<file path="src/mfc_pkg.sv">
// constants for the motion feature configuration port
package mfc_pkg;
  // ---------------------------------------------------------------
  // register addresses and reset values
  // ---------------------------------------------------------------
  localparam logic [7:0] MFC_ADDR_MAP1 = 8'h56;
  localparam logic [7:0] MFC_ADDR_MAP2 = 8'h57;
  localparam logic [7:0] MFC_ADDR_INIT = 8'h59;
  localparam logic [7:0] MFC_ADDR_WIN  = 8'h5E;
  localparam logic [7:0] MFC_ADDR_ERR  = 8'h5F;
  localparam logic [7:0] MFC_RST_INIT  = 8'h90;
  localparam logic [7:0] MFC_RST_WIN   = 8'h00;
  localparam logic [7:0] MFC_RST_ERR   = 8'h00;
  localparam logic [7:0] MFC_RST_MAP   = 8'h00;
  // ---------------------------------------------------------------
  // parameter words behind the window (word indices)
  // ---------------------------------------------------------------
  localparam int         MFC_NUM_WORDS  = 6;
  localparam logic [3:0] MFC_WIN_BYTES  = 4'hC;
  localparam logic [2:0] MFC_W_ANY_THR  = 3'h0;
  localparam logic [2:0] MFC_W_ANY_DUR  = 3'h1;
  localparam logic [2:0] MFC_W_NO_THR   = 3'h2;
  localparam logic [2:0] MFC_W_NO_DUR   = 3'h3;
  localparam logic [2:0] MFC_W_RSVD     = 3'h4;
  localparam logic [2:0] MFC_W_REMAP    = 3'h5;
  localparam logic [15:0] MFC_RST_THR   = 16'h00AA;
  localparam logic [15:0] MFC_RST_DUR   = 16'h0005;
  localparam logic [15:0] MFC_RST_RSVD  = 16'h0000;
  localparam logic [15:0] MFC_RST_REMAP = 16'h0088;
  // ---------------------------------------------------------------
  // field positions
  // ---------------------------------------------------------------
  localparam int MFC_THR_MSB    = 10;
  localparam int MFC_DUR_MSB    = 12;
  localparam int MFC_EN_LSB     = 13;
  localparam int MFC_SRC_X_LSB  = 0;
  localparam int MFC_SIGN_X     = 2;
  localparam int MFC_SRC_Y_LSB  = 3;
  localparam int MFC_SIGN_Y     = 5;
  localparam int MFC_SRC_Z_LSB  = 6;
  localparam int MFC_SIGN_Z     = 8;
  localparam int MFC_ERR_SLOW   = 1;
  localparam int MFC_ERR_FATAL  = 2;
  localparam int MFC_MAP_ANY    = 5;
  localparam int MFC_MAP_NO     = 6;
  localparam int MFC_MAP_ERR    = 7;
  localparam logic [1:0] MFC_SEL_X = 2'h0;
  localparam logic [1:0] MFC_SEL_Y = 2'h1;
  localparam logic [1:0] MFC_SEL_Z = 2'h2;

  typedef enum logic {MFC_ANY_MOTION, MFC_NO_MOTION} mfc_mode_type;
endpackage

</file>
<file path="src/mfc_feature_port.sv">
// motion feature configuration port: init control, parameter window, error flags
//
// Function
// [RULE1] startup control byte, resets to 0x90, a write starts initialization
// [RULE2] byte window onto parameter words, little-endian at even byte offsets
// [RULE3] activity word 0: 11-bit slope threshold, default 0xAA
// [RULE4] activity word 2: 13-bit duration in 20 ms samples, default 5
// [RULE5] motion event only after threshold held for programmed sample count
// [RULE6] inactivity words at offsets 4 and 6, same layout and defaults
// [RULE7] duration word bits 13..15 enable x, y, z; reset disabled
// [RULE8] remap word at 0x0A resets 0x0088; bits 1..0 pick x source
// [RULE9] remap bit 2 negates x output
// [RULE10] remap bits 4..3 pick y source, default 1, code 3 is y
// [RULE11] remap bit 5 negates y output
// [RULE12] remap bits 7..6 pick z source, default 2, code 3 is z
// [RULE13] remap bit 8 negates z output
// [RULE14] word at offset 8 is reserved storage with no function
// [RULE15] read-only error bit 1 flags overlong processing and halts it
// [RULE16] error bit 2 flags fatal error and halts processing
// [RULE17] host ignores reserved bits of the error register
// [RULE18] activity, inactivity, error routable per pin by map bits 5..7
// [RULE19] while halted no new motion events until reinitialized
`timescale 1ns/1ps
`default_nettype none
module mfc_feature_port (
  input  wire logic        clk,
  input  wire logic        nrst,
  input  wire logic [7:0]  reg_addr,
  input  wire logic [7:0]  reg_wdata,
  input  wire logic        reg_wr,
  input  wire logic        reg_rd,
  output logic      [7:0]  reg_rdata,
  input  wire logic [15:0] acc_x,
  input  wire logic [15:0] acc_y,
  input  wire logic [15:0] acc_z,
  input  wire logic        acc_valid,
  input  wire logic        err_slow,
  input  wire logic        err_fatal,
  output logic      [15:0] rmp_x,
  output logic      [15:0] rmp_y,
  output logic      [15:0] rmp_z,
  output logic             rmp_valid,
  output logic             any_motion_evt,
  output logic             no_motion_evt,
  output logic             init_start,
  output logic             proc_halted,
  output logic             int1_evt,
  output logic             int2_evt
);
  // ---------------------------------------------------------------
  // state
  // ---------------------------------------------------------------
  logic [7:0]  init_q;
  logic [7:0]  map1_q;
  logic [7:0]  map2_q;
  logic [2:0]  err_q;
  logic [3:0]  ptr_q;
  logic [15:0] words_q [mfc_pkg::MFC_NUM_WORDS];
  logic        err_evt_q;
  logic        init_wr;
  logic        win_acc;
  logic        win_wr;
  logic        smp_go;
  logic [2:0]  widx;
  logic [15:0] cur_word;
  logic [7:0]  win_byte;
  logic [7:0]  rd_mux;

  function automatic logic [15:0] word_reset(input logic [2:0] idx);
    logic [15:0] r;
    unique case (idx)
      mfc_pkg::MFC_W_ANY_THR, mfc_pkg::MFC_W_NO_THR: r = mfc_pkg::MFC_RST_THR;
      mfc_pkg::MFC_W_ANY_DUR, mfc_pkg::MFC_W_NO_DUR: r = mfc_pkg::MFC_RST_DUR;
      mfc_pkg::MFC_W_REMAP:                          r = mfc_pkg::MFC_RST_REMAP;
      default:                                       r = mfc_pkg::MFC_RST_RSVD;
    endcase
    return r;
  endfunction

  // ---------------------------------------------------------------
  // access decode
  // ---------------------------------------------------------------
  assign init_wr  = reg_wr && (reg_addr == mfc_pkg::MFC_ADDR_INIT);
  assign win_acc  = (reg_wr || reg_rd) && (reg_addr == mfc_pkg::MFC_ADDR_WIN);
  assign win_wr   = reg_wr && (reg_addr == mfc_pkg::MFC_ADDR_WIN) && (ptr_q < mfc_pkg::MFC_WIN_BYTES);
  assign widx     = ptr_q[3:1];
  assign cur_word = (ptr_q < mfc_pkg::MFC_WIN_BYTES) ? words_q[widx] : 16'h0000;
  assign win_byte = ptr_q[0] ? cur_word[15:8] : cur_word[7:0];

  // ---------------------------------------------------------------
  // startup control
  // ---------------------------------------------------------------
  // [RULE1] software write starts initialization
  always_ff @(posedge clk or negedge nrst) begin
    if (!nrst) begin
      init_q     <= mfc_pkg::MFC_RST_INIT;
      init_start <= 1'b0;
    end else begin
      init_start <= init_wr;
      if (init_wr) begin
        init_q <= reg_wdata;
      end
    end
  end

  // [RULE18] per-pin routing registers
  always_ff @(posedge clk or negedge nrst) begin
    if (!nrst) begin
      map1_q <= mfc_pkg::MFC_RST_MAP;
      map2_q <= mfc_pkg::MFC_RST_MAP;
    end else if (reg_wr) begin
      if (reg_addr == mfc_pkg::MFC_ADDR_MAP1) begin
        map1_q <= reg_wdata & 8'hE0;
      end
      if (reg_addr == mfc_pkg::MFC_ADDR_MAP2) begin
        map2_q <= reg_wdata & 8'hE0;
      end
    end
  end

  // ---------------------------------------------------------------
  // parameter window
  // ---------------------------------------------------------------
  // [RULE2] pointer steps per window byte; any other access rewinds it
  always_ff @(posedge clk or negedge nrst) begin
    if (!nrst) begin
      ptr_q <= 4'h0;
    end else if (win_acc) begin
      ptr_q <= (ptr_q >= mfc_pkg::MFC_WIN_BYTES - 4'h1) ? 4'h0 : 4'(ptr_q + 4'h1);
    end else if (reg_wr || reg_rd) begin
      ptr_q <= 4'h0;
    end
  end

  // [RULE3] [RULE4] [RULE6] [RULE8] [RULE14] word storage and defaults
  always_ff @(posedge clk or negedge nrst) begin
    if (!nrst) begin
      for (int i = 0; i < mfc_pkg::MFC_NUM_WORDS; i++) begin
        words_q[i] <= word_reset(3'(i));
      end
    end else if (win_wr) begin
      if (ptr_q[0]) begin
        words_q[widx][15:8] <= reg_wdata;
      end else begin
        words_q[widx][7:0] <= reg_wdata;
      end
    end
  end

  // ---------------------------------------------------------------
  // error flags and halt
  // ---------------------------------------------------------------
  // [RULE15] [RULE16] sticky halt flags; a new error beats the init clear
  always_ff @(posedge clk or negedge nrst) begin
    if (!nrst) begin
      err_q     <= mfc_pkg::MFC_RST_ERR[2:0];
      err_evt_q <= 1'b0;
    end else begin
      err_q[0]  <= 1'b0;
      err_q[mfc_pkg::MFC_ERR_SLOW]  <= err_slow || (err_q[mfc_pkg::MFC_ERR_SLOW] && !init_wr);
      err_q[mfc_pkg::MFC_ERR_FATAL] <= err_fatal || (err_q[mfc_pkg::MFC_ERR_FATAL] && !init_wr);
      err_evt_q <= (err_slow && !err_q[mfc_pkg::MFC_ERR_SLOW]) || (err_fatal && !err_q[mfc_pkg::MFC_ERR_FATAL]);
    end
  end

  assign proc_halted = err_q[mfc_pkg::MFC_ERR_SLOW] || err_q[mfc_pkg::MFC_ERR_FATAL];
  // [RULE19] halted processing takes no samples
  assign smp_go      = acc_valid && !proc_halted;

  // ---------------------------------------------------------------
  // read data
  // ---------------------------------------------------------------
  always_comb begin
    unique case (reg_addr)
      mfc_pkg::MFC_ADDR_INIT: rd_mux = init_q;
      mfc_pkg::MFC_ADDR_WIN:  rd_mux = win_byte;
      // [RULE15] reserved bits read as zero
      mfc_pkg::MFC_ADDR_ERR:  rd_mux = {5'h00, err_q[2:1], 1'b0};
      mfc_pkg::MFC_ADDR_MAP1: rd_mux = map1_q;
      mfc_pkg::MFC_ADDR_MAP2: rd_mux = map2_q;
      default:                rd_mux = 8'h00;
    endcase
  end

  always_ff @(posedge clk or negedge nrst) begin
    if (!nrst) begin
      reg_rdata <= 8'h00;
    end else if (reg_rd) begin
      reg_rdata <= rd_mux;
    end
  end

  // ---------------------------------------------------------------
  // data path
  // ---------------------------------------------------------------
  mfc_axis_remap u_remap (
    .clk       (clk),
    .nrst      (nrst),
    .in_valid  (smp_go),
    .in_x      (acc_x),
    .in_y      (acc_y),
    .in_z      (acc_z),
    .remap     (words_q[mfc_pkg::MFC_W_REMAP]),
    .out_valid (rmp_valid),
    .out_x     (rmp_x),
    .out_y     (rmp_y),
    .out_z     (rmp_z)
  );

  // detectors look at remapped data, so they trail the sample by one cycle
  mfc_motion_det #(.MODE(mfc_pkg::MFC_ANY_MOTION)) u_any (
    .clk       (clk),
    .nrst      (nrst),
    .restart   (init_wr),
    .smp_valid (rmp_valid && !proc_halted),
    .smp_x     (rmp_x),
    .smp_y     (rmp_y),
    .smp_z     (rmp_z),
    .thr       (words_q[mfc_pkg::MFC_W_ANY_THR][mfc_pkg::MFC_THR_MSB:0]),
    .dur       (words_q[mfc_pkg::MFC_W_ANY_DUR][mfc_pkg::MFC_DUR_MSB:0]),
    .axis_en   (words_q[mfc_pkg::MFC_W_ANY_DUR][mfc_pkg::MFC_EN_LSB+:3]),
    .evt       (any_motion_evt)
  );

  mfc_motion_det #(.MODE(mfc_pkg::MFC_NO_MOTION)) u_no (
    .clk       (clk),
    .nrst      (nrst),
    .restart   (init_wr),
    .smp_valid (rmp_valid && !proc_halted),
    .smp_x     (rmp_x),
    .smp_y     (rmp_y),
    .smp_z     (rmp_z),
    .thr       (words_q[mfc_pkg::MFC_W_NO_THR][mfc_pkg::MFC_THR_MSB:0]),
    .dur       (words_q[mfc_pkg::MFC_W_NO_DUR][mfc_pkg::MFC_DUR_MSB:0]),
    .axis_en   (words_q[mfc_pkg::MFC_W_NO_DUR][mfc_pkg::MFC_EN_LSB+:3]),
    .evt       (no_motion_evt)
  );

  // [RULE18] event routing to the two pins
  assign int1_evt = (any_motion_evt && map1_q[mfc_pkg::MFC_MAP_ANY]) || (no_motion_evt && map1_q[mfc_pkg::MFC_MAP_NO])
                    || (err_evt_q && map1_q[mfc_pkg::MFC_MAP_ERR]);
  assign int2_evt = (any_motion_evt && map2_q[mfc_pkg::MFC_MAP_ANY]) || (no_motion_evt && map2_q[mfc_pkg::MFC_MAP_NO])
                    || (err_evt_q && map2_q[mfc_pkg::MFC_MAP_ERR]);

  // ---------------------------------------------------------------
  // checks
  // ---------------------------------------------------------------
  a_init_start_pulse: assert property (@(posedge clk) disable iff (!nrst) // [RULE1]
    init_wr |=> init_start && init_q == $past(reg_wdata))
    else $error("init write did not start initialization");

  a_win_ptr_step: assert property (@(posedge clk) disable iff (!nrst) // [RULE2]
    win_acc && ptr_q < 4'hB |=> ptr_q == 4'($past(ptr_q) + 4'h1))
    else $error("window pointer did not step");

  a_err_slow_set: assert property (@(posedge clk) disable iff (!nrst) // [RULE15]
    err_slow |=> err_q[1] && proc_halted)
    else $error("slow processing flag not set");

  a_err_fatal_set: assert property (@(posedge clk) disable iff (!nrst) // [RULE16]
    err_fatal |=> err_q[2] ##0 err_q[2] [*1] ##1 (err_q[2] || $past(init_wr)))
    else $error("fatal flag not held");

  a_err_rd_zero: assert property (@(posedge clk) disable iff (!nrst) // [RULE15]
    reg_rd && reg_addr == mfc_pkg::MFC_ADDR_ERR |=> reg_rdata[7:3] == 5'h00 && !reg_rdata[0])
    else $error("reserved error bits not zero");

  a_halt_no_events: assert property (@(posedge clk) disable iff (!nrst) // [RULE19]
    proc_halted |=> !any_motion_evt && !no_motion_evt)
    else $error("motion event while halted");

  a_route_pin_one: assert property (@(posedge clk) disable iff (!nrst) // [RULE18]
    any_motion_evt && map1_q[5] |-> int1_evt)
    else $error("routed event missing on pin one");

  a_remap_default: assert property (@(posedge clk) disable iff (!nrst) // [RULE8]
    smp_go && words_q[5] == 16'h0088 |=> rmp_valid && rmp_x == $past(acc_x)
    && rmp_y == $past(acc_y) && rmp_z == $past(acc_z))
    else $error("default remap not identity");

  a_win_ptr_wrap: assert property (@(posedge clk) disable iff (!nrst) // [RULE2]
    win_acc && ptr_q == 4'hB |=> ptr_q == 4'h0)
    else $error("window pointer did not wrap");

  a_err_wr_ignored: assert property (@(posedge clk) disable iff (!nrst) // [RULE15]
    reg_wr && reg_addr == mfc_pkg::MFC_ADDR_ERR && !err_slow && !err_fatal |=> $stable(err_q))
    else $error("error flags changed by a write");

  a_map_keeps_bits: assert property (@(posedge clk) disable iff (!nrst) // [RULE18]
    reg_wr && reg_addr == mfc_pkg::MFC_ADDR_MAP1 |=> map1_q == ($past(reg_wdata) & 8'hE0))
    else $error("routing register holds wrong bits");

  a_init_clears_halt: assert property (@(posedge clk) disable iff (!nrst) // [RULE19]
    init_wr && !err_slow && !err_fatal |=> !proc_halted)
    else $error("init write did not clear halt");

  a_halt_drops_smp: assert property (@(posedge clk) disable iff (!nrst) // [RULE19]
    proc_halted |=> !rmp_valid)
    else $error("sample taken while halted");

  c_any_event: cover property (@(posedge clk) disable iff (!nrst) any_motion_evt);
  c_no_event:  cover property (@(posedge clk) disable iff (!nrst) no_motion_evt);
  c_halted:    cover property (@(posedge clk) disable iff (!nrst) proc_halted ##1 init_wr);
  c_win_burst: cover property (@(posedge clk) disable iff (!nrst) win_wr ##2 win_wr);
endmodule
`default_nettype wire

</file>
<file path="src/mfc_axis_remap.sv">
// axis remapping with per-axis sign inversion
`timescale 1ns/1ps
`default_nettype none
module mfc_axis_remap (
  input  wire logic        clk,
  input  wire logic        nrst,
  input  wire logic        in_valid,
  input  wire logic [15:0] in_x,
  input  wire logic [15:0] in_y,
  input  wire logic [15:0] in_z,
  input  wire logic [15:0] remap,
  output logic             out_valid,
  output logic      [15:0] out_x,
  output logic      [15:0] out_y,
  output logic      [15:0] out_z
);
  // reserved code 3 falls back to the axis' own source
  function automatic logic [15:0] pick(input logic [1:0] sel, input logic [1:0] own, input logic sign,
                                       input logic [15:0] x, input logic [15:0] y, input logic [15:0] z);
    logic [1:0]  s;
    logic [15:0] v;
    s = (sel == 2'h3) ? own : sel;
    unique case (s)
      mfc_pkg::MFC_SEL_X: v = x;
      mfc_pkg::MFC_SEL_Y: v = y;
      default:            v = z;
    endcase
    return sign ? 16'(-v) : v;
  endfunction

  always_ff @(posedge clk or negedge nrst) begin
    if (!nrst) begin
      out_valid <= 1'b0;
    end else begin
      out_valid <= in_valid;
    end
  end

  always_ff @(posedge clk or negedge nrst) begin
    if (!nrst) begin
      out_x <= 16'h0000;
      out_y <= 16'h0000;
      out_z <= 16'h0000;
    end else if (in_valid) begin
      // [RULE8] x source select
      // [RULE9] x sign
      out_x <= pick(remap[mfc_pkg::MFC_SRC_X_LSB+:2], mfc_pkg::MFC_SEL_X, remap[mfc_pkg::MFC_SIGN_X],
                    in_x, in_y, in_z);
      // [RULE10] y source select
      // [RULE11] y sign
      out_y <= pick(remap[mfc_pkg::MFC_SRC_Y_LSB+:2], mfc_pkg::MFC_SEL_Y, remap[mfc_pkg::MFC_SIGN_Y],
                    in_x, in_y, in_z);
      // [RULE12] z source select
      // [RULE13] z sign
      out_z <= pick(remap[mfc_pkg::MFC_SRC_Z_LSB+:2], mfc_pkg::MFC_SEL_Z, remap[mfc_pkg::MFC_SIGN_Z],
                    in_x, in_y, in_z);
    end
  end
endmodule
`default_nettype wire

</file>
<file path="src/mfc_motion_det.sv">
// slope based any-motion / no-motion detector
`timescale 1ns/1ps
`default_nettype none
module mfc_motion_det #(
  parameter mfc_pkg::mfc_mode_type MODE = mfc_pkg::MFC_ANY_MOTION
) (
  input  wire logic        clk,
  input  wire logic        nrst,
  input  wire logic        restart,
  input  wire logic        smp_valid,
  input  wire logic [15:0] smp_x,
  input  wire logic [15:0] smp_y,
  input  wire logic [15:0] smp_z,
  input  wire logic [10:0] thr,
  input  wire logic [12:0] dur,
  input  wire logic [2:0]  axis_en,
  output logic             evt
);
  logic [47:0] prev_q;
  logic        prev_ok_q;
  logic [12:0] run_q;
  logic [2:0]  over;
  logic        cond;
  logic [12:0] run_n;
  logic [12:0] dur_eff;

  function automatic logic slope_over(input logic [15:0] a, input logic [15:0] b, input logic [10:0] t);
    logic [16:0] d;
    d = 17'({a[15], a}) - 17'({b[15], b});
    if (d[16]) begin
      d = 17'(-d);
    end
    return d > {6'h00, t};
  endfunction

  always_comb begin
    over[0] = slope_over(smp_x, prev_q[15:0], thr);
    over[1] = slope_over(smp_y, prev_q[31:16], thr);
    over[2] = slope_over(smp_z, prev_q[47:32], thr);
    // [RULE7] disabled axes take no part
    if (MODE == mfc_pkg::MFC_ANY_MOTION) begin
      cond = |(axis_en & over);
    end else begin
      cond = (axis_en != 3'h0) && ((axis_en & over) == 3'h0);
    end
    cond    = cond && prev_ok_q;
    run_n   = (run_q == 13'h1FFF) ? run_q : 13'(run_q + 13'h1);
    dur_eff = (dur == 13'h0000) ? 13'h0001 : dur;
  end

  always_ff @(posedge clk or negedge nrst) begin
    if (!nrst) begin
      prev_q    <= 48'h0;
      prev_ok_q <= 1'b0;
    end else if (restart) begin
      prev_ok_q <= 1'b0;
    end else if (smp_valid) begin
      prev_q    <= {smp_z, smp_y, smp_x};
      prev_ok_q <= 1'b1;
    end
  end

  // [RULE5] event only after dur consecutive qualifying samples
  always_ff @(posedge clk or negedge nrst) begin
    if (!nrst) begin
      run_q <= 13'h0000;
      evt   <= 1'b0;
    end else begin
      evt <= 1'b0;
      if (restart) begin
        run_q <= 13'h0000;
      end else if (smp_valid) begin
        run_q <= cond ? run_n : 13'h0000;
        evt   <= cond && (run_n == dur_eff);
      end
    end
  end

  // [RULE5]
  a_evt_has_cause: assert property (@(posedge clk) disable iff (!nrst)
    evt |-> $past(smp_valid) && $past(cond) && run_q == $past(dur_eff))
    else $error("motion event without a completed run");
endmodule
`default_nettype wire

</file>
<file path="config.mk">
export PLATFORM = sky130hd
export DESIGN_NAME = mfc_feature_port
export DESIGN_NICKNAME = d
export VERILOG_FILES = /design/src/mfc_pkg.sv /design/src/mfc_feature_port.sv /design/src/mfc_axis_remap.sv /design/src/mfc_motion_det.sv
export SDC_FILE = /design/constraint.sdc
export NUM_CORES = 1
export LEC_CHECK = 0
export BUFFER_PORTS_ARGS = -buffer_cell sky130_fd_sc_hd__buf_2
export CAP_MARGIN = 0
export CORE_MARGIN = 1
export CORE_UTILIZATION = 30
export CTS_CLUSTER_DIAMETER = 50
export CTS_CLUSTER_SIZE = 12
export DETAILED_ROUTE_END_ITERATION = 10
export SLEW_MARGIN = 10
export SYNTH_ARGS = -nofsm -noshare
export SYNTH_HDL_FRONTEND = slang
export SYNTH_SLANG_ARGS = --single-unit
</file>
<file path="constraint.sdc">
create_clock -name clk -period 7.75 [get_ports clk]
set_input_delay 1.1625 -clock clk [delete_from_list [all_inputs] [get_ports clk]]
set_output_delay 1.1625 -clock clk [all_outputs]
set_load 0.02 [all_outputs]
</file>
==> results of run 1 <==
-- power groups by stage --
stage                     clock network, uW  registers, uW  logic [uW]
after floorplan                           0           1390         593
after global placement                    0           1380         828
after detailed placement                  0           1380         852
after CTS                              1660           1360         857
after global routing                   1720           1360         966
final                                  1630           1360         859
-- final timing paths --
kind                             startpoint               to  cells past startpoint
max                        u_remap.out_z[0]   u_any.run_q[7]                     22
min in group asynchronous              nrst       init_start                      1
min                               init_q[4]        init_q[4]                      2
max in group asynchronous              nrst  u_any.prev_q[9]                      2
min reg2reg                       init_q[4]        init_q[4]                      2
max reg2reg                u_remap.out_z[0]   u_any.run_q[7]                     22
-- kinds of logic after synthesis --
kind of cell / count (synthesis)
compound gates: 590
xor+xnor: 131
fa+ha+maj: 128
buf+inv: 214
flops: 252
mux: 159
simple gates: 733
-- per-layer routing --
metal  GRT usage, %  wire length (um)  up-vias  part of all wire, %
met5              0                 0        -                    0
met4           6.30              1680        0                  2.9
met3           2.58              3510       83                  6.1
met2           28.1             25600      514                   44
met1           25.1             26800     8062                   47
li1               -                 -     8098                    -
-- metrics by stage --
| stage | utilization [%] | std cells | hold slack (ns) | setup WS (ns) | cell area, um2 |
|---|---|---|---|---|---|
| 3_3_place_gp | 32.9 | 3084 | 0.451 | 1.72 | 20400 |
| 3_5_place_dp | 32.9 | 3084 | 0.452 | 1.59 | 20400 |
| 6_report | 34.7 | 3148 | 0.461 | 1.47 | 21500 |
| 4_1_cts | 34.7 | 3146 | 0.462 | 1.57 | 21500 |
| 2_1_floorplan | - | 2207 | 0.439 | 2.81 | 19000 |
| 5_1_grt | 34.7 | 3148 | 0.478 | 0.997 | 21500 |
-- layout make-up --
cell class | count | area share [%]
Tap cell | 837 | 4.86
Clock inverter | 17 | 0.923
Timing Repair Buffer | 148 | 3.72
Multi-Input combinational cell | 1741 | 54.8
Sequential cell | 252 | 29.4
Clock buffer | 45 | 4.43
Antenna cell | 2 | 0.0232
Inverter | 106 | 1.85
-- placed cells by master (no fill, tap or decap), drive strengths merged, types with 15 or more instances in the layout --
| cell | instances |
|---|---|
| buf | 148 |
| inv | 115 |
| a21o | 24 |
| ha | 125 |
| dfstp | 16 |
| nor2 | 152 |
| nand3 | 47 |
| a211oi | 20 |
| mux2i | 56 |
| o211ai | 17 |
| mux2 | 101 |
| a21oi | 126 |
| nor2b | 23 |
| o21a | 24 |
| clkbuf | 45 |
| xnor2 | 97 |
| nand4 | 28 |
| dfrtp | 236 |
| nor3 | 50 |
| and3 | 29 |
| o21ai | 203 |
| a22oi | 38 |
| xor2 | 34 |
| or2 | 15 |
| nand2b | 21 |
| nand2 | 302 |
-- sequential cells by signal, summed over array words and instances, names as in the netlist --
name	flops
words_q	96
ptr_q	4
u_no.run_q	13
u_no.evt	1
reg_rdata	8
u_remap.out_y	16
init_q	8
u_any.prev_q	48
init_start	1
u_any.prev_ok_q	1
u_any.evt	1
u_remap.out_z	16
map1_q	3
err_q	2
u_remap.out_valid	1
err_evt_q	1
u_remap.out_x	16
map2_q	3
u_any.run_q	13
-- worst max-delay path, cell delays in order (launching register included) --
cell and delay, ns:
dfrtp_1 0.41, inv_1 0.07, ha_1 0.15, inv_1 0.05, fa_1 0.44, a211oi_4 0.29
o211ai_2 0.17, and4_1 0.21, a211o_1 0.31, a31oi_1 0.65, o21ai_0 0.32, ha_1 0.37
nor2b_1 0.14, o21a_1 0.17, o21a_1 0.16, o21ai_0 0.17, a21oi_1 0.09, o2111ai_1 0.18
a21oi_1 0.11, a21oi_1 0.13, nand3_1 0.45, o21ai_1 0.92, o311ai_1 0.16
==> impl_metrics.py, run 1 <==
metrics = {
    "status": {
        "run_status": "finished clean",
    },
    "power_and_ir_drop": {
        "switching_share_pct": 31.4,
        "power.share.sequential_pct": 35.3,
        "switching_power_uw": 1210,
        "p_leak_uw": 0.00960,
        "irDropWorstVdd_uv": 108,
        "powerDensity_nw_per_um2": 178,
        "p_int_uw": 2640,
        "pwr-share-comb_pct": 22.4,
        "total_power_uw": 3840,
        "pwr-share-clk_pct": 42.3,
    },
    "timing": {
        "period_needed_ns": 6.28,
        "rsz0062_at_grt": "false",
        "post-route-period-util_pct": 81.0,
        "hold_violations": 0,
        "worst_pin_slew_ns": 1.17,
        "setup_tns_ns": 0,
        "relSlewSlack_pct": 22.0,
        "slew_viol_final": 0,
        "fmax_mhz": 159,
        "skew_ns": 0.0264,
        "setup_violations": 0,
    },
    "synth": {
        "syn_area_um2": 19000,
        "synth_xor_area_share_pct": 6.05,
        "yosysTopAreaCell": "dfrtp_1",
        "synth_top_family_by_area": "compound AO/OA/AOI/OAI gates",
        "synth_compound_area_share_pct": 20.1,
        "syn-num-nets": 2406,
        "ys_types": 90,
        "async_flop_share_pct": 100,
        "yosysSeqAreaShare_pct": 33.4,
        "synth_ff_type": "dfrtp_1",
        "synth.yosys.warnings": 0,
        "synthCells": 2207,
        "synth_top_area_share_pct": 31.2,
        "synth_simple_gate_area_share_pct": 18.3,
        "synth.avg_cell_area_um2": 8.59,
        "synth_common_cells": "302 x nand2_1, 236 x dfrtp_1, 196 x o21ai_0",
        "synthAdderAreaFrac_pct": 8.57,
        "ys_top_cells_by_area": "dfrtp_1 31%, ha_1 8.3%, mux2_2 6.0%, nand2_1 6.0%, o21ai_0 5.2%",
        "synth_most_common_cell": "nand2_1",
        "muxShareOfSynthArea_pct": 9.20,
        "synth_enable_flop_cells": 0,
        "ys_ff_latch": 252,
    },
    "floorplan": {
        "dieArea_um2": 64200,
        "die_x_um": 253,
        "initial_core_util_pct": 30.5,
        "die_y_um": 253,
        "io_pins": 134,
        "row_count": 91,
        "core_area_um2": 62100,
    },
    "layout": {
        "multi_input_comb_area_um2": 11800,
        "drive_gt1_share_pct": 16.0,
        "nets": 2483,
        "nFillCells": 6433,
        "ff_latch_area_um2": 6330,
        "syn_to_final_growth_pct": 13.7,
    },
    "routing": {
        "wl_um": 57700,
        "wl_per_cell_um": 18.3,
        "via_per_inst": 5.32,
        "ant_nets": 0,
        "drt_iter0_drc": 1363,
        "dr.pass1.iters": 6,
        "drc": 0,
        "vias": 16800,
    },
    "global_routing": {
        "overflow": 0,
        "grt_max_degree": 151,
        "grt_pass1_wl_um": 91400,
        "grt_antenna_before_repair": 2,
        "gr-usage-all-layers_pct": 18.0,
        "grt_pass1_vias": 16200,
    },
    "clock_network": {
        "clk_path_buf_depth": 3,
        "tritoncts": "built",
        "cts_sinks": 252,
        "clkSlewWorstSetupHoldPaths_ns": 0.06,
        "cts_inserted_buffers": 35,
        "cts_root_buf": "clkbuf_16",
        "ctsResizeCount": 0,
        "htreeDepth": 2,
        "clock_latency_ns": 0.56,
        "cts_hold_repair.buffers": 0,
        "postCtsSetupBuffers": 0,
    },
    "critical_path": {
        "worst-r2r-setup-slack_ns": 1.47,
        "critPathLaunchType": "flop",
        "worstPathRequired_ns": 8.15,
        "worstSetupPathType": "reg2reg",
        "cp_max_fo": 14,
        "crit_path_end_kind": "flop",
        "cp.arrival_ns": 6.68,
    },
    "placement": {
        "dpl.hpwl_um": 43500,
        "routabilityCongestion": 0.908,
        "port_buffers": 133,
    },
    "job": {
        "maxCapViolations": 0,
    },
    "worst_hold_path": {
        "min_path_type": "reg2reg",
    },
}
Power figures use the tool's default switching activity.
==> inputs of run 2 (changes only) <==
clock period = 6 ns   (was 7.75 ns; I/O delays follow)
==> run 2 against run 1 <==
Compared with the run above: utilization rose by 0.28 points; largest cell class unchanged; register-to-register slack got worse by 0.90 ns; fmax rose by 16%; critical endpoint is now u_no.run_q[1].
==> impl_metrics.py, run 2 (synthesized netlist as in run 1, its figures left out) <==
metrics = {
    "worst_hold_path": {
        "min_path_type": "in2async",
    },
    "placement": {
        "place_area_um2": 20400,
        "routabilityCongestion": 0.892,
        "dpl.hpwl_um": 44100,
        "port_buffers": 133,
    },
    "routing": {
        "via_per_inst": 5.32,
        "vias": 16800,
        "ant_nets": 0,
        "dr.pass1.iters": 5,
        "wl_um": 58000,
        "wl_per_cell_um": 18.4,
        "drt_iter0_drc": 1326,
        "drc": 0,
    },
    "layout": {
        "nets": 2489,
        "final_common_cell": "nand2_1",
        "nFillCells": 6401,
        "drive_gt1_share_pct": 16.4,
        "final_area_um2": 21700,
        "syn_to_final_growth_pct": 14.6,
        "antenna_cells": 0,
        "final_cell_mix": "301 x nand2_1, 236 x dfrtp_1, 196 x o21ai_0",
        "top_regs": "words_q x96, u_any.prev_q x48",
        "largest_reg_flops": 96,
        "top_register": "words_q",
    },
    "power_and_ir_drop": {
        "p_leak_uw": 0.00969,
        "pwr-share-clk_pct": 44.4,
        "irDropWorstVdd_uv": 172,
        "p_int_uw": 3630,
        "powerDensity_nw_per_um2": 239,
        "pwr-share-comb_pct": 21.7,
        "power.share.sequential_pct": 33.8,
        "switching_share_pct": 30.0,
        "switching_power_uw": 1560,
    },
    "global_routing": {
        "grt_pass1_vias": 16300,
        "overflow": 0,
        "grt_antenna_before_repair": 1,
        "grt_pass1_wl_um": 91700,
        "gr-usage-all-layers_pct": 18.1,
        "grt_max_degree": 116,
    },
    "timing": {
        "slew_viol_final": 0,
        "post-route-period-util_pct": 90.5,
        "worst_pin_slew_ns": 1.21,
        "relSlewSlack_pct": 19.3,
        "fin_hold_ws_ns": 0.336,
        "hold_violations": 0,
        "fmax_mhz": 184,
        "setup_violations": 0,
        "rsz0062_at_grt": "false",
        "period_needed_ns": 5.43,
        "setup_tns_ns": 0,
        "skew_ns": 0.0311,
    },
    "status": {
        "run_status": "finished clean",
    },
    "critical_path": {
        "cp_max_fo": 22,
        "worstPathRequired_ns": 6.47,
        "reg2reg_depth": 21,
        "critPathLaunchType": "flop",
        "crit_path_end_kind": "flop",
        "reg2reg_from": "u_remap.out_y[7]",
        "worst-r2r-setup-slack_ns": 0.57,
        "r2r-end": "u_no.run_q[1]",
        "worstSetupPathType": "reg2reg",
        "cp.arrival_ns": 5.90,
        "startpoint": "u_remap.out_y[7]",
    },
    "floorplan": {
        "core_area_um2": 62100,
        "io_pins": 134,
        "die_x_um": 253,
        "row_count": 91,
        "die_y_um": 253,
        "dieArea_um2": 64200,
        "initial_core_util_pct": 30.5,
    },
    "clock_network": {
        "clkSlewWorstSetupHoldPaths_ns": 0.06,
        "clock_latency_ns": 0.56,
        "cts_sinks": 252,
        "tritoncts": "built",
        "postCtsSetupBuffers": 0,
        "cts_inserted_buffers": 35,
        "htreeDepth": 2,
        "cts_root_buf": "clkbuf_16",
        "clk_path_buf_depth": 3,
        "cts_hold_repair.buffers": 0,
        "ctsResizeCount": 0,
    },
    "job": {
        "maxCapViolations": 0,
    },
}
==> run 2: through the flow <==
step / setup slack (ns) / std cells / power, uW / utilization, %
after CTS: 0.755 / 3153 / 5230 / 35.0
final: 0.570 / 3153 / 5190 / 35.0
after floorplan: 1.06 / 2207 / 2560 / -
after detailed placement: 0.786 / 3090 / 2900 / 32.9
after global placement: 0.777 / 3090 / 2880 / 32.9
after global routing: 0.202 / 3153 / 5430 / 35.0
==> run 2: layer usage <==
metal / up-vias / track usage [%] / routed length, um
li1: 8106 / - / -
met1: 8069 / 24.5 / 26900
met2: 495 / 28.8 / 25900
met3: 94 / 2.89 / 3230
met4: 0 / 6.86 / 1950
met5: - / 0 / 0
==> run 2: worst max path at each step <==
stage                                 end  depth (start not counted)
final                       u_no.run_q[1]                         21
after global routing       u_no.run_q[12]                         21
after CTS                  u_no.run_q[12]                         21
after detailed placement   u_no.run_q[12]                         23
after global placement     u_no.run_q[12]                         21
after floorplan           u_any.run_q[12]                         22
==> run 2: critical path: stages (launching register included) <==
cell	delay, ns
dfrtp_1	0.41
ha_1	0.44
a2111oi_0	0.85
a21oi_1	0.23
o21ai_0	0.35
a41o_1	0.27
nand2_1	0.06
o21ai_0	0.14
ha_1	0.32
nor2b_1	0.14
o21a_1	0.16
o21a_1	0.16
o21a_1	0.16
o21a_1	0.16
o21ai_0	0.17
a21oi_1	0.09
o21a_1	0.20
o31ai_2	0.30
nand3_2	0.12
buf_4	0.25
o21ai_1	0.22
o2bb2ai_1	0.14
==> run 2: area by class of cell <==
cell class,count,area (um2),area share [%]
sequential,252,6330,29.1
clock buffer,45,965,4.44
inverter,106,398,1.83
tap,837,1050,4.82
timing repair buffer,154,846,3.89
clock inverter,18,320,1.47
multi-input combinational,1741,11800,54.4
==> run 2: power groups by stage <==
| stage | Clock [uW] | Sequential, uW | Combinational (uW) |
|---|---|---|---|
| floorplan | 0 | 1790 | 766 |
| detailed placement | 0 | 1790 | 1110 |
| global route | 2420 | 1760 | 1250 |
| finish | 2310 | 1760 | 1130 |
| global placement | 0 | 1780 | 1090 |
| CTS | 2350 | 1760 | 1120 |
==> inputs of run 3 (changes only) <==
RECOVER_POWER = 50   (was unset)
==> run 3 against run 2 <==
Compared with the run above: the run now ends with capacitance limit, slew limit left; first-iteration DRC count fell by 7.3%; sequential power barely moved; total power is essentially flat; count of clock-buffer cells in the layout unchanged; largest cell class unchanged.
==> impl_metrics.py, run 3 (synthesized netlist as in run 1, its figures left out) <==
metrics = {
    "status": {
        "run_status": "complete, but fails checks",
        "violations": "capacitance limit, slew limit",
    },
    "routing": {
        "drc": 0,
        "dr.pass1.iters": 8,
        "wl_um": 58000,
        "ant_nets": 0,
        "drt_iter0_drc": 1229,
        "via_per_inst": 5.32,
        "vias": 16800,
        "wl_per_cell_um": 18.4,
    },
    "power_and_ir_drop": {
        "switching_power_uw": 1560,
        "p_int_uw": 3630,
        "power.share.sequential_pct": 33.8,
        "powerDensity_nw_per_um2": 240,
        "pwr-share-clk_pct": 44.5,
        "irDropWorstVdd_uv": 172,
        "pwr-share-comb_pct": 21.7,
        "p_leak_uw": 0.00958,
        "switching_share_pct": 30.0,
    },
    "timing": {
        "hold_violations": 0,
        "relSlewSlack_pct": -206,
        "period_needed_ns": 5.36,
        "slew_viol_final": 95,
        "rsz0062_at_grt": "false",
        "setup_violations": 0,
        "setup_tns_ns": 0,
        "worst_pin_slew_ns": 4.59,
        "post-route-period-util_pct": 89.4,
        "skew_ns": 0.0321,
        "fmax_mhz": 186,
    },
    "worst_hold_path": {
        "min_to": "init_q[4]",
        "min_path_cells": 2,
        "worstHoldStart": "init_q[4]",
        "min_path_type": "reg2reg",
    },
    "placement": {
        "place_area_um2": 20400,
        "routabilityCongestion": 0.892,
        "port_buffers": 133,
        "dpl.hpwl_um": 44100,
    },
    "floorplan": {
        "initial_core_util_pct": 30.5,
        "dieArea_um2": 64200,
        "row_count": 91,
        "die_y_um": 253,
        "io_pins": 134,
        "die_x_um": 253,
        "core_area_um2": 62100,
    },
    "global_routing": {
        "gr-usage-all-layers_pct": 18.1,
        "grt_pass1_vias": 16300,
        "grt_pass1_wl_um": 91700,
        "overflow": 0,
        "grt_antenna_before_repair": 1,
        "grt_max_degree": 116,
    },
    "clock_network": {
        "cts_inserted_buffers": 35,
        "clock_latency_ns": 0.56,
        "cts_sinks": 252,
        "clk_path_buf_depth": 3,
        "postCtsSetupBuffers": 0,
        "clkSlewWorstSetupHoldPaths_ns": 0.06,
        "cts_hold_repair.buffers": 0,
        "cts_root_buf": "clkbuf_16",
        "tritoncts": "built",
        "ctsResizeCount": 0,
        "htreeDepth": 2,
    },
    "layout": {
        "largest_reg_flops": 96,
        "syn_to_final_growth_pct": 14.4,
        "nets": 2489,
        "top_regs": "words_q x96, u_any.prev_q x48",
        "antenna_cells": 0,
        "final_cell_mix": "302 x nand2_1, 236 x dfrtp_1, 196 x o21ai_0",
        "top_register": "words_q",
        "final_common_cell": "nand2_1",
        "final_area_um2": 21700,
        "drive_gt1_share_pct": 15.0,
    },
    "critical_path": {
        "reg2reg_from": "u_remap.out_y[7]",
        "r2r-end": "u_no.run_q[1]",
        "crit_chain": "ha_1 > a2111oi_0 > a21oi_1 > o21ai_0 > a41o_1 > nand2_1 > o21ai_0 > ha_1 > nor2b_1 > o21a_1 > o21a_1 > o21a_1 > o21a_1 > o21ai_0 > a21oi_1 > o21a_1 > o31ai_2 > nand3_2 > buf_4 > o21ai_1 > o2bb2ai_1",
        "worstPathRequired_ns": 6.48,
        "startpoint": "u_remap.out_y[7]",
        "cp.arrival_ns": 5.84,
        "worstSetupPathType": "reg2reg",
        "crit_path_end_kind": "flop",
        "reg2reg_depth": 21,
        "cp_max_fo": 22,
        "max_stage_delay_ns": 0.85,
        "slowest_stage": "a2111oi_0",
        "cp_common_cell": "o21a_1",
        "critPathLaunchType": "flop",
        "worst-r2r-setup-slack_ns": 0.64,
    },
    "job": {
        "maxCapViolations": 1,
    },
}
-- run 3: cell types whose count changed in the layout (fill, tap and decap cells not counted) --
cell,change
buf_4,-2
nor4b_1,+1
nand2_2,-1
buf_8,-1
buf_2,-26
clkbuf_1,+28
nor4b_2,-1
nand2_1,+1
dlymetal6s4s_1,+1
-- run 3: metal layers --
metal / track usage, % / wire [um]
met5: 0 / 0
met4: 6.86 / 1930
met3: 2.89 / 3100
met2: 28.8 / 26000
met1: 24.5 / 27000
-- run 3: cell type report --
class                           instances  area (um2)
Clock buffer                           45         965
Fill cell                            6418       40400
Inverter                              106         398
Multi-Input combinational cell       1741       11800
Tap cell                              837        1050
Timing Repair Buffer                  154         803
Sequential cell                       252        6330
Clock inverter                         18         320
-- run 3: metrics by stage --
step	setup WS [ns]	hold slack [ns]	utilization (%)	power (uW)	std cells
6_report	0.636	0.464	34.9	5190	3153
5_1_grt	0.112	0.472	34.9	5430	3153
4_1_cts	0.755	0.372	35.0	5230	3153
3_5_place_dp	0.786	0.455	32.9	2900	3090
3_3_place_gp	0.777	0.449	32.9	2880	3090
2_1_floorplan	1.06	0.439	-	2560	2207
-- run 3: critical path: cells and delay by family (launching register included) --
family / cells / cell delay [ns]
flip-flops: 1 / 0.41
AND/OR/NAND/NOR: 3 / 0.32
AO/OA/AOI/OAI: 15 / 3.56
adder cells (fa/ha/maj): 2 / 0.75
buffers and inverters: 1 / 0.25
-- run 3: how the worst max path moves through the flow --
| stage | end | depth (start not counted) |
|---|---|---|
| final | u_no.run_q[1] | 21 |
| after global routing | u_no.run_q[9] | 2 |
| after CTS | u_no.run_q[12] | 21 |
| after detailed placement | u_no.run_q[12] | 23 |
| after global placement | u_no.run_q[12] | 21 |
| after floorplan | u_any.run_q[12] | 22 |
-- run 3: power groups by stage --
stage	Clock (uW)	Combinational [uW]	Sequential, uW
floorplan	0	766	1790
global placement	0	1090	1780
detailed placement	0	1110	1790
CTS	2350	1120	1760
global route	2420	1250	1760
finish	2310	1130	1760
